### src/rtl/hbf_pkg.sv
package hbf_pkg;
   // register indices; byte address is four times the index
   localparam logic [1:0] CTRL_IDX  = 2'h0;
   localparam logic [1:0] FAULT_IDX = 2'h1;
   localparam int         ADDR_W    = 4;

   // control register fields
   localparam int CTRL_IN_A_BIT   = 0;
   localparam int CTRL_IN_B_BIT   = 1;
   localparam int CTRL_CODE_LSB   = 2;
   localparam int CODE_W          = 6;
   localparam logic [7:0] CTRL_RST = 8'h00;

   // fault register fields
   localparam int FLT_SUMMARY_BIT = 0;
   localparam int FLT_OC_BIT      = 1;
   localparam int FLT_UV_BIT      = 2;
   localparam int FLT_OT_BIT      = 3;
   localparam int FLT_SUST_BIT    = 4;
   localparam int FLT_CLEAR_BIT   = 7;
   localparam logic [7:0] FAULT_RST = 8'h00;

   // reserved voltage codes and the reference
   localparam logic [5:0] CODE_RSVD_MAX = 6'h05;
   localparam int         VREF_MV       = 1285;

   // timing at the 20 MHz system clock
   localparam int CLK_PERIOD_NS    = 50;
   localparam int ILIM_DEGLITCH_NS = 3000;
   localparam int ILIM_DEGLITCH_CYC =
      (ILIM_DEGLITCH_NS + CLK_PERIOD_NS - 1) / CLK_PERIOD_NS;
   localparam int SUST_FAULT_MS    = 275;
   localparam int SUST_FAULT_CYC   = SUST_FAULT_MS * (1000000 / CLK_PERIOD_NS);
   localparam int RAMP_MS          = 12;
   localparam int DUTY_W           = 8;
   localparam int RAMP_STEP_CYC    =
      RAMP_MS * (1000000 / CLK_PERIOD_NS) / ((1 << DUTY_W) - 1);
   localparam int OC_DEGLITCH_CYC  = 20;

   localparam logic [1:0] RESP_OKAY   = 2'h0;
   localparam logic [1:0] RESP_SLVERR = 2'h2;
endpackage : hbf_pkg

### src/rtl/hbf_pwm_if.sv
`timescale 1ns/1ps
`default_nettype none
interface hbf_pwm_if;
   logic                       run;
   logic                       limit;
   logic                       below;
   logic                       above;
   logic                       pwm_on;
   logic [hbf_pkg::DUTY_W-1:0] duty;
   modport ctl (output run, output limit, output below, output above,
                input pwm_on, input duty);
   modport pwm (input run, input limit, input below, input above,
                output pwm_on, output duty);
endinterface : hbf_pwm_if
`default_nettype wire

### src/rtl/hbf_pwm.sv
`timescale 1ns/1ps
`default_nettype none
module hbf_pwm #(
   parameter int RAMP_STEP_CYC = hbf_pkg::RAMP_STEP_CYC
) (
   input wire logic clock_i,   // system clock
   input wire logic sys_rst_i, // synchronous reset, active high
   hbf_pwm_if.pwm   pif        // regulation request and pwm result
);
   localparam int DW = hbf_pkg::DUTY_W;
   localparam logic [DW-1:0] DUTY_MAX = {DW{1'b1}};

   logic [DW-1:0] duty_ff;
   logic [DW-1:0] cnt_ff;
   logic [19:0]   step_ff;
   logic          pwm_on_ff;
   logic          tick;

   assign tick = (step_ff == 20'(RAMP_STEP_CYC - 1));

   always_ff @(posedge clock_i) begin
      if (sys_rst_i || !pif.run || tick) begin
         step_ff <= 20'h0;
      end else begin
         step_ff <= step_ff + 20'h1;
      end
   end

   // one step per tick bounds the slew: a full ramp spans the ramp time
   always_ff @(posedge clock_i) begin
      if (sys_rst_i || !pif.run) begin
         duty_ff <= '0;
      end else if (tick) begin
         if (pif.limit && duty_ff != '0) begin
            duty_ff <= duty_ff - DW'(1);
         end else if (pif.above && duty_ff != '0) begin
            duty_ff <= duty_ff - DW'(1);
         end else if (pif.below && !pif.limit && duty_ff != DUTY_MAX) begin
            duty_ff <= duty_ff + DW'(1);
         end
      end
   end

   always_ff @(posedge clock_i) begin
      if (sys_rst_i) begin
         cnt_ff    <= '0;
         pwm_on_ff <= 1'b0;
      end else begin
         cnt_ff    <= cnt_ff + DW'(1);
         // full code means no off time at all
         pwm_on_ff <= pif.run && ((duty_ff == DUTY_MAX) || (cnt_ff < duty_ff));
      end
   end

   assign pif.pwm_on = pwm_on_ff;
   assign pif.duty   = duty_ff;
endmodule : hbf_pwm
`default_nettype wire

### src/rtl/hbf_top.sv
// Design decisions made here: the placing of the registers and the AXI4-Lite interface to the registers.
`timescale 1ns/1ps
`default_nettype none
module hbf_top #(
   parameter int SUST_FAULT_CYC   = hbf_pkg::SUST_FAULT_CYC,
   parameter int OC_DEGLITCH_CYC  = hbf_pkg::OC_DEGLITCH_CYC,
   parameter int RAMP_STEP_CYC    = hbf_pkg::RAMP_STEP_CYC
) (
   input  wire logic                      clock_i,        // 20 MHz system clock
   input  wire logic                      sys_rst_i,      // sync reset, active high
   input  wire logic [hbf_pkg::ADDR_W-1:0] s_axi_awaddr,  // write address
   input  wire logic                      s_axi_awvalid,  // write address valid
   output logic                           s_axi_awready,  // write address ready
   input  wire logic [31:0]               s_axi_wdata,    // write data
   input  wire logic [3:0]                s_axi_wstrb,    // write byte strobes
   input  wire logic                      s_axi_wvalid,   // write data valid
   output logic                           s_axi_wready,   // write data ready
   output logic [1:0]                     s_axi_bresp,    // write response
   output logic                           s_axi_bvalid,   // write response valid
   input  wire logic                      s_axi_bready,   // write response ready
   input  wire logic [hbf_pkg::ADDR_W-1:0] s_axi_araddr,  // read address
   input  wire logic                      s_axi_arvalid,  // read address valid
   output logic                           s_axi_arready,  // read address ready
   output logic [31:0]                    s_axi_rdata,    // read data
   output logic [1:0]                     s_axi_rresp,    // read response
   output logic                           s_axi_rvalid,   // read data valid
   input  wire logic                      s_axi_rready,   // read data ready
   input  wire logic                      current_sense_i, // sense above 200 mV
   input  wire logic                      oc_hs_i,        // high-side fet limiting
   input  wire logic                      oc_ls_i,        // low-side fet limiting
   input  wire logic                      thermal_shutdown_i, // die too hot
   input  wire logic                      undervolt_i,    // supply below lockout
   input  wire logic                      avg_below_i,    // averaged out / 4 < target
   input  wire logic                      avg_above_i,    // averaged out / 4 > target
   output logic                           hs_a_o,         // half-bridge a high fet
   output logic                           ls_a_o,         // half-bridge a low fet
   output logic                           hs_b_o,         // half-bridge b high fet
   output logic                           ls_b_o,         // half-bridge b low fet
   output logic                           fault_out_low_o, // fault, active low
   output logic                           sleep_o,        // internals powered down
   output logic [12:0]                    target_mv_o,    // commanded motor mV
   output logic                           code_reserved_o // code has no voltage
);
   localparam int NSYNC = 5;

   // pin synchronisers
   logic [NSYNC-1:0] pin_raw;
   logic [NSYNC-1:0] sync1_ff;
   logic [NSYNC-1:0] sync2_ff;
   assign pin_raw = {avg_below_i, oc_hs_i, oc_ls_i, thermal_shutdown_i, undervolt_i};

   genvar gi;
   generate
      for (gi = 0; gi < NSYNC; gi++) begin : g_sync
         always_ff @(posedge clock_i) begin
            if (sys_rst_i) begin
               sync1_ff[gi] <= 1'b0;
               sync2_ff[gi] <= 1'b0;
            end else begin
               sync1_ff[gi] <= pin_raw[gi];
               sync2_ff[gi] <= sync1_ff[gi];
            end
         end
      end
   endgenerate

   logic sense1_ff, sense2_ff, above1_ff, above2_ff;
   always_ff @(posedge clock_i) begin
      if (sys_rst_i) begin
         sense1_ff <= 1'b0;
         sense2_ff <= 1'b0;
         above1_ff <= 1'b0;
         above2_ff <= 1'b0;
      end else begin
         sense1_ff <= current_sense_i;
         sense2_ff <= sense1_ff;
         above1_ff <= avg_above_i;
         above2_ff <= above1_ff;
      end
   end

   logic below_s, oc_hs_s, oc_ls_s, ot_s, uv_s;
   assign {below_s, oc_hs_s, oc_ls_s, ot_s, uv_s} = sync2_ff;

   // registers
   logic [7:0] ctrl_ff;
   logic       sust_ff, oc_ff, ot_ff, uv_ff;
   logic       in_a, in_b;
   logic [5:0] code;
   assign in_a = ctrl_ff[hbf_pkg::CTRL_IN_A_BIT];
   assign in_b = ctrl_ff[hbf_pkg::CTRL_IN_B_BIT];
   assign code = ctrl_ff[hbf_pkg::CTRL_CODE_LSB +: hbf_pkg::CODE_W];

   // bus write: address and data are taken together in one cycle
   logic       wr_go, rd_go, bvalid_ff, rvalid_ff;
   logic [1:0] bresp_ff, rresp_ff;
   logic [31:0] rdata_ff;
   logic [1:0] widx, ridx;
   logic       wr_ctrl, wr_fault, clr_req, mode_clr;

   assign s_axi_awready = s_axi_awvalid && s_axi_wvalid && !bvalid_ff;
   assign s_axi_wready  = s_axi_awready;
   assign wr_go         = s_axi_awready;
   assign widx          = s_axi_awaddr[3:2];
   assign wr_ctrl  = wr_go && widx == hbf_pkg::CTRL_IDX && s_axi_wstrb[0];
   assign wr_fault = wr_go && widx == hbf_pkg::FAULT_IDX && s_axi_wstrb[0];
   assign clr_req  = wr_fault && s_axi_wdata[hbf_pkg::FLT_CLEAR_BIT];
   // writing 00 or 11 to the inputs drops a sustained limit fault
   assign mode_clr = wr_ctrl && (s_axi_wdata[hbf_pkg::CTRL_IN_A_BIT]
                                 == s_axi_wdata[hbf_pkg::CTRL_IN_B_BIT]);

   always_ff @(posedge clock_i) begin
      if (sys_rst_i) begin
         ctrl_ff <= hbf_pkg::CTRL_RST;
      end else if (wr_ctrl) begin
         ctrl_ff <= s_axi_wdata[7:0];
      end
   end

   always_ff @(posedge clock_i) begin
      if (sys_rst_i) begin
         bvalid_ff <= 1'b0;
         bresp_ff  <= hbf_pkg::RESP_OKAY;
      end else if (wr_go) begin
         bvalid_ff <= 1'b1;
         bresp_ff  <= (widx == hbf_pkg::CTRL_IDX || widx == hbf_pkg::FAULT_IDX) ?
                      hbf_pkg::RESP_OKAY : hbf_pkg::RESP_SLVERR;
      end else if (s_axi_bready) begin
         bvalid_ff <= 1'b0;
      end
   end

   assign s_axi_arready = !rvalid_ff;
   assign rd_go         = s_axi_arvalid && !rvalid_ff;
   assign ridx          = s_axi_araddr[3:2];

   logic summary;
   always_ff @(posedge clock_i) begin
      if (sys_rst_i) begin
         rvalid_ff <= 1'b0;
         rdata_ff  <= 32'h0;
         rresp_ff  <= hbf_pkg::RESP_OKAY;
      end else if (rd_go) begin
         rvalid_ff <= 1'b1;
         rresp_ff  <= hbf_pkg::RESP_OKAY;
         if (ridx == hbf_pkg::CTRL_IDX) begin
            rdata_ff <= {24'h0, ctrl_ff};
         end else if (ridx == hbf_pkg::FAULT_IDX) begin
            // clear bit and the unused bits read back as zero
            rdata_ff <= {27'h0, sust_ff, ot_ff, uv_ff, oc_ff, summary};
         end else begin
            rdata_ff <= 32'h0;
            rresp_ff <= hbf_pkg::RESP_SLVERR;
         end
      end else if (s_axi_rready) begin
         rvalid_ff <= 1'b0;
      end
   end

   assign s_axi_bvalid = bvalid_ff;
   assign s_axi_bresp  = bresp_ff;
   assign s_axi_rvalid = rvalid_ff;
   assign s_axi_rdata  = rdata_ff;
   assign s_axi_rresp  = rresp_ff;

   // current limit deglitch, then the long sustained timer
   logic [6:0]  ilim_cnt_ff;
   logic        limit_ff;
   logic [31:0] sust_cnt_ff;
   logic        sust_hit;

   always_ff @(posedge clock_i) begin
      if (sys_rst_i || !sense2_ff) begin
         ilim_cnt_ff <= 7'h00;
         limit_ff    <= 1'b0;
      end else if (ilim_cnt_ff == 7'(hbf_pkg::ILIM_DEGLITCH_CYC)) begin
         limit_ff    <= 1'b1;
      end else begin
         ilim_cnt_ff <= ilim_cnt_ff + 7'h01;
      end
   end

   assign sust_hit = limit_ff && sust_cnt_ff == 32'(SUST_FAULT_CYC - 1);

   always_ff @(posedge clock_i) begin
      if (sys_rst_i || !limit_ff || sust_hit) begin
         sust_cnt_ff <= 32'h0;
      end else begin
         sust_cnt_ff <= sust_cnt_ff + 32'h1;
      end
   end

   // per-side overcurrent deglitch, separate from the current limit path
   logic [7:0] oc_cnt_ff [2];
   logic [1:0] oc_hit;
   logic [1:0] oc_in;
   assign oc_in = {oc_hs_s, oc_ls_s};

   generate
      for (gi = 0; gi < 2; gi++) begin : g_oc
         assign oc_hit[gi] = oc_in[gi] &&
                             oc_cnt_ff[gi] == 8'(OC_DEGLITCH_CYC - 1);
         always_ff @(posedge clock_i) begin
            if (sys_rst_i || !oc_in[gi] || oc_hit[gi]) begin
               oc_cnt_ff[gi] <= 8'h00;
            end else begin
               oc_cnt_ff[gi] <= oc_cnt_ff[gi] + 8'h01;
            end
         end
      end
   endgenerate

   // fault flags: a setting event in the clearing cycle wins
   always_ff @(posedge clock_i) begin
      if (sys_rst_i) begin
         sust_ff <= 1'b0;
      end else if (sust_hit) begin
         sust_ff <= 1'b1;
      end else if (clr_req || mode_clr) begin
         sust_ff <= 1'b0;
      end
   end

   always_ff @(posedge clock_i) begin
      if (sys_rst_i) begin
         oc_ff <= 1'b0;
      end else if (|oc_hit) begin
         oc_ff <= 1'b1;
      end else if (clr_req) begin
         oc_ff <= 1'b0;
      end
   end

   // these two stay set while the condition lasts, clear bit drops history
   always_ff @(posedge clock_i) begin
      if (sys_rst_i) begin
         ot_ff <= 1'b0;
         uv_ff <= 1'b0;
      end else begin
         ot_ff <= ot_s || (ot_ff && !clr_req);
         uv_ff <= uv_s || (uv_ff && !clr_req);
      end
   end

   assign summary = sust_ff || oc_ff || ot_ff || uv_ff;

   always_ff @(posedge clock_i) begin
      if (sys_rst_i) begin
         fault_out_low_o <= 1'b1;
      end else begin
         fault_out_low_o <= !summary;
      end
   end

   // operating mode
   logic asleep, drive_ok, run;
   assign asleep   = !in_a && !in_b;
   // sustained limit is not in this term: it never stops the bridge
   assign drive_ok = !asleep && !oc_ff && !ot_s && !uv_s;
   // brake and coast both hold the regulator at zero duty
   assign run      = drive_ok && (in_a != in_b) && !code_reserved_o;

   hbf_pwm_if pif ();
   assign pif.run   = run;
   assign pif.limit = limit_ff;
   assign pif.below = below_s;
   assign pif.above = above2_ff;

   hbf_pwm #(
      .RAMP_STEP_CYC (RAMP_STEP_CYC)
   ) u_pwm (
      .clock_i   (clock_i),
      .sys_rst_i (sys_rst_i),
      .pif       (pif.pwm)
   );

   // bridge drive; off time recirculates through both high fets
   logic [3:0] drv;
   always_comb begin
      drv = 4'h0;
      if (drive_ok) begin
         case ({in_a, in_b})
            2'b10:   drv = pif.pwm_on ? 4'b1001 : 4'b1010;
            2'b01:   drv = pif.pwm_on ? 4'b0110 : 4'b1010;
            2'b11:   drv = 4'b1010;
            default: drv = 4'h0;
         endcase
      end
   end

   always_ff @(posedge clock_i) begin
      if (sys_rst_i) begin
         {hs_a_o, ls_a_o, hs_b_o, ls_b_o} <= 4'h0;
         sleep_o <= 1'b1;
      end else begin
         {hs_a_o, ls_a_o, hs_b_o, ls_b_o} <= drv;
         sleep_o <= asleep || uv_s;
      end
   end

   // 4 x vref x (code+1) / 64 in millivolts, truncated
   logic [18:0] mv_full;
   assign mv_full = 19'(4 * hbf_pkg::VREF_MV) * 19'({1'b0, code} + 7'h01);
   always_ff @(posedge clock_i) begin
      if (sys_rst_i) begin
         target_mv_o     <= 13'h0;
         code_reserved_o <= 1'b1;
      end else begin
         target_mv_o     <= mv_full[18:6];
         code_reserved_o <= code <= hbf_pkg::CODE_RSVD_MAX;
      end
   end
endmodule : hbf_top
`default_nettype wire

### config.mk
export PLATFORM = sky130hd
export DESIGN_NAME = hbf_top
export DESIGN_NICKNAME = d
export VERILOG_FILES = /design/src/rtl/hbf_pkg.sv /design/src/rtl/hbf_pwm_if.sv /design/src/rtl/hbf_pwm.sv /design/src/rtl/hbf_top.sv
export SDC_FILE = /design/constraint.sdc
export NUM_CORES = 1
export LEC_CHECK = 0
export ABC_AREA = 1
export BUFFER_PORTS_ARGS = -buffer_cell sky130_fd_sc_hd__buf_2
export CORE_ASPECT_RATIO = 1.2
export CORE_MARGIN = 2
export CORE_UTILIZATION = 53
export CTS_CLUSTER_SIZE = 28
export DETAILED_ROUTE_END_ITERATION = 12
export PLACE_DENSITY = 0.82
export SYNTH_ARGS = -nofsm -noshare
export SYNTH_HDL_FRONTEND = slang
export SYNTH_HIERARCHICAL = 1
export SYNTH_SLANG_ARGS = --single-unit
### constraint.sdc
create_clock -name clock_i -period 6.7 [get_ports clock_i]
set_clock_uncertainty 0.2 [all_clocks]
set_input_delay 1.675 -clock clock_i [delete_from_list [all_inputs] [get_ports clock_i]]
set_output_delay 1.675 -clock clock_i [all_outputs]
set_load 0.02 [all_outputs]
Word-level counts from Yosys, hierarchy flattened
Memories as Yosys holds them, arrays and structs flattened.
Cells that the tools add are included.
Widths: inputs -> output; s select.
- register bits: 161
- memory bits (writable): 16
- output and inout bits: 61
- logic and storage cells: 166
- memories kept: 1
- $add $sub $neg: 9
- multipliers: 1
- $lt $le $gt $ge: 2
- equal/unequal tests: 14
- multiplexer cells: 27
- bitwise logic cells: 3
- reductions and logical operators: 70
- memories (name ; depth ; width ; read ports ; clocked after memory_dff ; write ports ; RTL line ; source):
    oc_cnt_ff ; 2 ; 8 ; 2 ; 0 ; 2 ; hbf_top.sv:194 ; logic [7:0] oc_cnt_ff [2];
- operator list (cell ; number):
    $mux 8 ; 6
    $add 32x1->32 const B ; 1
    $add 8x1->8 const B ; 4
    $eq 32x23->1 const B ; 1
    $logic_and 1x1->1 ; 25
    $add 20x1->20 const B ; 1
    $eq 20x10->1 const B ; 1
    $logic_or 1x1->1 ; 18
    $mul 11x7->17 const A ; 1
    $eq 8x5->1 const B ; 2
    $logic_not 1->1 ; 16
    $mux 1 ; 14
    $pmux 4 s3 ; 1
    $eq 8x8->1 const B ; 1
    $lt 8x8->1 ; 1
    $mux 2 ; 4
    $ne 8x8->1 const B ; 1
    $reduce_bool 2->1 ; 4
    $reduce_bool 8->1 ; 1
    $sub 8x1->8 const B ; 1
    $add 6x1->7 const B ; 1
    $add 7x1->7 const B ; 1
    $eq 7x6->1 const B ; 1
    $eq 2x1->1 const B ; 3
    other kinds (12) ; 16

Depth between registers and ports, before layout
- word-level depth: 11
- depth in mapped cells: 17

Hierarchy
Netlist, hierarchy kept.
- by module, submodules not included (module ; instances ; cells an instance ; area each (µm²) ; sequential area each (µm²)):
    hbf_top ; 1 ; 836 ; 5853.1 ; 2282.2
    hbf_pwm ; 1 ; 354 ; 2352.3 ; 740.7

Worst setup path after synthesis
Ideal clock, no wire load.
- path kind: input port to output port
- start point: input s_axi_awvalid
- end point: output s_axi_wready
- arrival: 2.255 ns
- slack: 2.570 ns
- stages: 3
- path buffers: 1
- path through: nand2_1 nor2_2 buf_4
- word-level cells in the longest chain between the ends: 2
- ends and longest elaborated chain (item ; RTL line ; source):
    from (decl) ; hbf_top.sv:12 ; input wire logic s_axi_awvalid,
    $logic_and 1x1->1 (2 in series) ; hbf_top.sv:101 ; assign s_axi_awready = s_axi_awvalid && s_axi_wvalid && !bvalid_ff;
    to (decl) ; hbf_top.sv:17 ; output logic s_axi_wready,
Every way passes these cells.

Worst setup path after layout
- start point: input s_axi_wvalid
- end point: output s_axi_wready
- word-level cells in the longest chain between the ends: 2
- ends and longest elaborated chain (item ; RTL line ; source):
    from (decl) ; hbf_top.sv:16 ; input wire logic s_axi_wvalid,
    $logic_and 1x1->1 (2 in series) ; hbf_top.sv:101 ;
Every way passes these cells.

==> impl_results.html <==
<table>
<tr><th>Metric</th><th>Value</th></tr>
<tr><th colspan="2">Logic synthesis</th></tr>
<tr><td>Primary flip-flop cell chosen by synthesis mapping</td><td>dfxtp_1</td></tr>
<tr><td>Post-synth cell types</td><td>39</td></tr>
<tr><td>Share of synthesized area occupied by flip-flops and latches</td><td>0.368</td></tr>
<tr><td>Mux cell area share after synthesis</td><td>0</td></tr>
<tr><td>Avg Inst Size Synth</td><td>6.90 sq um</td></tr>
<tr><td>Number of flops mapped to enable cells by yosys</td><td>0</td></tr>
<tr><td>Register bit count reported by yosys</td><td>151</td></tr>
<tr><td>Adder and majority gate portion of the synthesized area</td><td>0.0686</td></tr>
<tr><td>Fraction of the mapped netlist area in simple logic gates</td><td>0.322</td></tr>
<tr><td>Fraction of synthesized cell area in xor and xnor cells</td><td>0.0480</td></tr>
<tr><td>Combinational family with the most area after synthesis</td><td>simple AND/OR/NAND/NOR gates</td></tr>
<tr><td>Synth warnings</td><td>6</td></tr>
<tr><td>Mapped Cells</td><td>1190</td></tr>
<tr><td>Share of flip-flops with an asynchronous set or reset after synthesis</td><td>0</td></tr>
<tr><td>Area fraction in compound gates after synthesis</td><td>0.0765</td></tr>
<tr><td>Mapped Area</td><td>8210 sq um</td></tr>
<tr><th colspan="2">Final layout</th></tr>
<tr><td>Post-route standard cell area excluding fillers</td><td>9170 sq um</td></tr>
<tr><td>Area growth from synthesis to final layout</td><td>11.8%</td></tr>
<tr><td>Fin cells</td><td>1471</td></tr>
<tr><td>Final net count</td><td>1357</td></tr>
<tr><td>Ratio of cells with drive above 1 in the final layout</td><td>0.107</td></tr>
<tr><td>Ant diodes</td><td>0</td></tr>
<tr><th colspan="2">Clocking</th></tr>
<tr><td>Number of cells upsized or downsized after cts</td><td>0</td></tr>
<tr><td>Clock latency on the worst-skew pair</td><td>440 ps</td></tr>
<tr><td>TritonCTS Buffers</td><td>17</td></tr>
<tr><td>CTS sink cnt</td><td>151</td></tr>
<tr><td>CTS hold repair buffers</td><td>0</td></tr>
<tr><td>Master cell of the clock root buffer</td><td>clkbuf_16</td></tr>
<tr><td>Clock transition at the registers of the reported paths</td><td>60 ps</td></tr>
<tr><td>CTS tree</td><td>built</td></tr>
<tr><td>Buffers from clock root to sink, at most</td><td>2</td></tr>
<tr><td>Post-CTS setup buffers</td><td>0</td></tr>
<tr><td>CTS H-tree lvls</td><td>4</td></tr>
<tr><th colspan="2">Floorplan</th></tr>
<tr><td>Core footprint</td><td>15100 sq um</td></tr>
<tr><td>Die X-Extent</td><td>118 um</td></tr>
<tr><td>Vertical die dimension</td><td>140 um</td></tr>
<tr><td>Number of standard-cell rows in the floorplan</td><td>49</td></tr>
<tr><td>Full die area</td><td>16500 sq um</td></tr>
<tr><td>Ports placed on the boundary</td><td>119</td></tr>
<tr><td>Initial core utilization</td><td>0.544</td></tr>
<tr><th colspan="2">Drt</th></tr>
<tr><td>Total wire length</td><td>17100 um</td></tr>
<tr><td>Number of remaining DRC errors</td><td>0</td></tr>
<tr><td>Per-cell routed wire length</td><td>11.6 um</td></tr>
<tr><td>Vias after detailed routing</td><td>7233</td></tr>
<tr><td>Post-route ant nets</td><td>0</td></tr>
<tr><td>Count of TritonRoute iterations in the first routing pass</td><td>5</td></tr>
<tr><td>Number of DRC markers in iteration 0</td><td>377</td></tr>
<tr><td>Average vias per placed instance</td><td>4.92</td></tr>
<tr><th colspan="2">Timing</th></tr>
<tr><td>Setup tns final</td><td>0 ps</td></tr>
<tr><td>Total of endpoints with negative setup slack in the final report</td><td>0</td></tr>
<tr><td>Slew HR</td><td>0.417</td></tr>
<tr><td>Count of endpoints failing hold in the final timing report</td><td>0</td></tr>
<tr><td>RSZ-0062 raised after global routing</td><td>no</td></tr>
<tr><td>Minimum period implied by the final worst setup slack</td><td>4130 ps</td></tr>
<tr><td>Post-route worst hold slack</td><td>204 ps</td></tr>
<tr><td>Top achievable clock speed</td><td>242 MHz</td></tr>
<tr><td>Actual transition at the worst max-transition pin</td><td>873 ps</td></tr>
<tr><td>Minimum setup slack in the final design</td><td>2570 ps</td></tr>
<tr><td>Crit share post-route</td><td>0.617</td></tr>
<tr><td>Number of max-slew violations in the final report</td><td>0</td></tr>
<tr><th colspan="2">Worst setup path</th></tr>
<tr><td>Crit Path Category</td><td>in2out</td></tr>
<tr><td>Worst-path cell chain</td><td>buf_2 -&gt; nand2_1 -&gt; nor2_2 -&gt; buf_2</td></tr>
<tr><td>Dominant cell type by count on the critical path</td><td>buf_2</td></tr>
<tr><td>Family with the most delay on the worst path</td><td>buffers and inverters</td></tr>
<tr><td>Largest fanout of any net on the critical path</td><td>8</td></tr>
<tr><td>Delay of the slowest cell on the worst path</td><td>230 ps</td></tr>
<tr><td>Data required, critical path</td><td>4830 ps</td></tr>
<tr><td>Data arrival time of the critical path</td><td>2260 ps</td></tr>
<tr><td>Kind of start point of the critical path</td><td>input pin</td></tr>
<tr><td>Slowest CP cell</td><td>nor2_2</td></tr>
<tr><td>Buffers &amp; Inverters on Critical Path</td><td>2</td></tr>
<tr><td>Kind of end point of the critical path</td><td>output port</td></tr>
<tr><th colspan="2">Flow run</th></tr>
<tr><td>Reported max-cap violation count</td><td>0</td></tr>
<tr><th colspan="2">Power</th></tr>
<tr><td>Switch share</td><td>0.246</td></tr>
<tr><td>Share of total power in combinational logic</td><td>0.043</td></tr>
<tr><td>Proportion of power drawn by flip-flops and latches</td><td>0.460</td></tr>
<tr><td>Int Pwr</td><td>1.50 mW</td></tr>
<tr><td>Leakage power</td><td>3.84 nW</td></tr>
<tr><td>Clock network fraction of total power</td><td>0.497</td></tr>
<tr><td>Power per unit of standard cell area</td><td>218 nW/um^2</td></tr>
<tr><td>Highest ir drop seen on vdd</td><td>0.000229 V</td></tr>
<tr><td>Switching power summed over all nets</td><td>0.492 mW</td></tr>
<tr><th colspan="2">Outcome</th></tr>
<tr><td>Outcome</td><td>completed</td></tr>
<tr><th colspan="2">Global routing</th></tr>
<tr><td>Met1 global-route usage</td><td>0.238</td></tr>
<tr><td>Vias in the first global route</td><td>6807</td></tr>
<tr><td>Remaining global-route overflow</td><td>0</td></tr>
<tr><td>Global-route usage over all layers</td><td>0.212</td></tr>
<tr><td>Grt peak-use layer</td><td>met2</td></tr>
<tr><td>Met3 layer usage reported by global route</td><td>0.0476</td></tr>
<tr><td>Global-route wire length before repair</td><td>29100 um</td></tr>
<tr><td>Antenna violations before repair</td><td>0</td></tr>
<tr><td>Met2 Track Usage GR</td><td>0.381</td></tr>
<tr><td>Pin count of the biggest net entering global routing</td><td>36</td></tr>
<tr><th colspan="2">Placed design</th></tr>
<tr><td>Placed cell count</td><td>1439</td></tr>
<tr><td>Gpl congestion</td><td>0.901</td></tr>
<tr><td>Post-Place Cell Area</td><td>8560 sq um</td></tr>
<tr><td>Count of input and output buffers</td><td>61</td></tr>
<tr><td>Placement-stage worst setup slack</td><td>2570 ps</td></tr>
<tr><td>Total half-perimeter wirelength after legalization and detailed placement</td><td>12500 um</td></tr>
<tr><th colspan="2">Worst hold path</th></tr>
<tr><td>Worst min-delay path class</td><td>reg2reg</td></tr>
</table>
[tightest hold or removal path, cell delays in order (launching register included)]
cell and delay (ps):
dfxtp_1 300, inv_1 40, nor2_1 30
[flip-flops by register name, indices dropped and copies added, names as in the netlist, 5 cells and up]
register,cells
sust_cnt_ff,32
ctrl_ff,8
u_pwm/cnt_ff,8
oc_cnt_ff,16
s_axi_rdata,8
target_mv_o,13
sync1_ff,5
u_pwm/step_ff,20
ilim_cnt_ff,7
u_pwm/pif.duty,8
[path summary, 6_finish.rpt]
| path | slack (ps) | end | cells past startpoint | start |
|---|---|---|---|---|
| max | 2570 | s_axi_wready | 4 | s_axi_wvalid |
| min | 200 | oc_ls_s | 2 | sync1_ff[2] |
| max reg2reg | 3330 | target_mv_o[11] | 14 | ctrl_ff[2] |
| min reg2reg | 200 | oc_ls_s | 2 | sync1_ff[2] |
[routing by layer]
layer | wire length (um) | up-vias
met5 | 0 | -
li1 | - | 3802
met1 | 7340 | 3210
met2 | 8450 | 184
met3 | 816 | 37
met4 | 453 | 0
[cell families after synthesis]
family	Yosys count
simple gates	616
buf+inv	215
flops	151
compound gates	117
xor+xnor	45
fa+ha+maj	45
other cells	1
[Yosys cell counts, types with 7 or more instances]
library cell,count,area (sq um)
nor2_4,8,90.1
nor3_1,15,75.1
dfxtp_1,151,3020
xor2_1,32,280
xnor2_1,13,114
o21ai_0,38,190
nand2_1,242,908
a21oi_1,60,300
ha_1,45,563
nand2_2,10,62.6
nor2_2,10,62.6
buf_4,27,203
nor2_1,224,841
clkbuf_1,7,26.3
nand3_1,71,355
inv_1,169,634
nand4_1,20,125
[stage by stage]
step                power [mW]  utilization
finish                    2.00        0.608
global route              2.06        0.608
CTS                       2.01        0.608
detailed placement        1.02        0.568
global placement          1.02        0.568
floorplan                 1.01            -
[cells in the final DEF, fill, tap and decap left out, types with 2 or more instances in the layout]
cell type | netlist | layout
a21oi_2 | 2 | 2
xnor2_1 | 13 | 13
a21oi_1 | 60 | 60
xor2_1 | 32 | 32
clkbuf_16 | 0 | 17
inv_8 | 0 | 6
buf_2 | 2 | 61
dfxtp_1 | 151 | 151
a211oi_1 | 3 | 3
nand3_2 | 2 | 2
nor3_1 | 15 | 15
o21ai_0 | 38 | 38
nand3_1 | 71 | 71
nand2_4 | 2 | 2
inv_1 | 169 | 169
or2_0 | 2 | 2
nor2_2 | 10 | 10
nand2_1 | 242 | 242
bufinv_16 | 0 | 2
inv_6 | 0 | 4
nor2_1 | 224 | 224
a31oi_1 | 5 | 5
o31ai_1 | 2 | 2
nor3b_1 | 2 | 2
or2_2 | 4 | 4
nand4_1 | 20 | 20
o21a_1 | 3 | 3
inv_2 | 5 | 5
nand2_2 | 10 | 10
nor2_4 | 8 | 8
ha_1 | 45 | 45
conb_1 | 1 | 26
[area by class of cell]
| class | instances | area [sq um] |
|---|---|---|
| Tap cell | 204 | 255 |
| Timing Repair Buffer | 61 | 305 |
| Multi-Input combinational cell | 849 | 4330 |
| Sequential cell | 151 | 3020 |
| Fill cell | 1382 | 5910 |
| Clock inverter | 14 | 179 |
| Clock buffer | 18 | 429 |
| Inverter | 174 | 653 |
[power groups by stage]
stage	registers, mW	logic [mW]	clock network, mW
floorplan	0.943	0.0667	0
global placement	0.938	0.0835	0
detailed placement	0.938	0.0849	0
CTS	0.918	0.0858	1.01
global route	0.919	0.0960	1.05
finish	0.918	0.0853	0.993
Note: power is estimated with default switching activity, not from simulation.
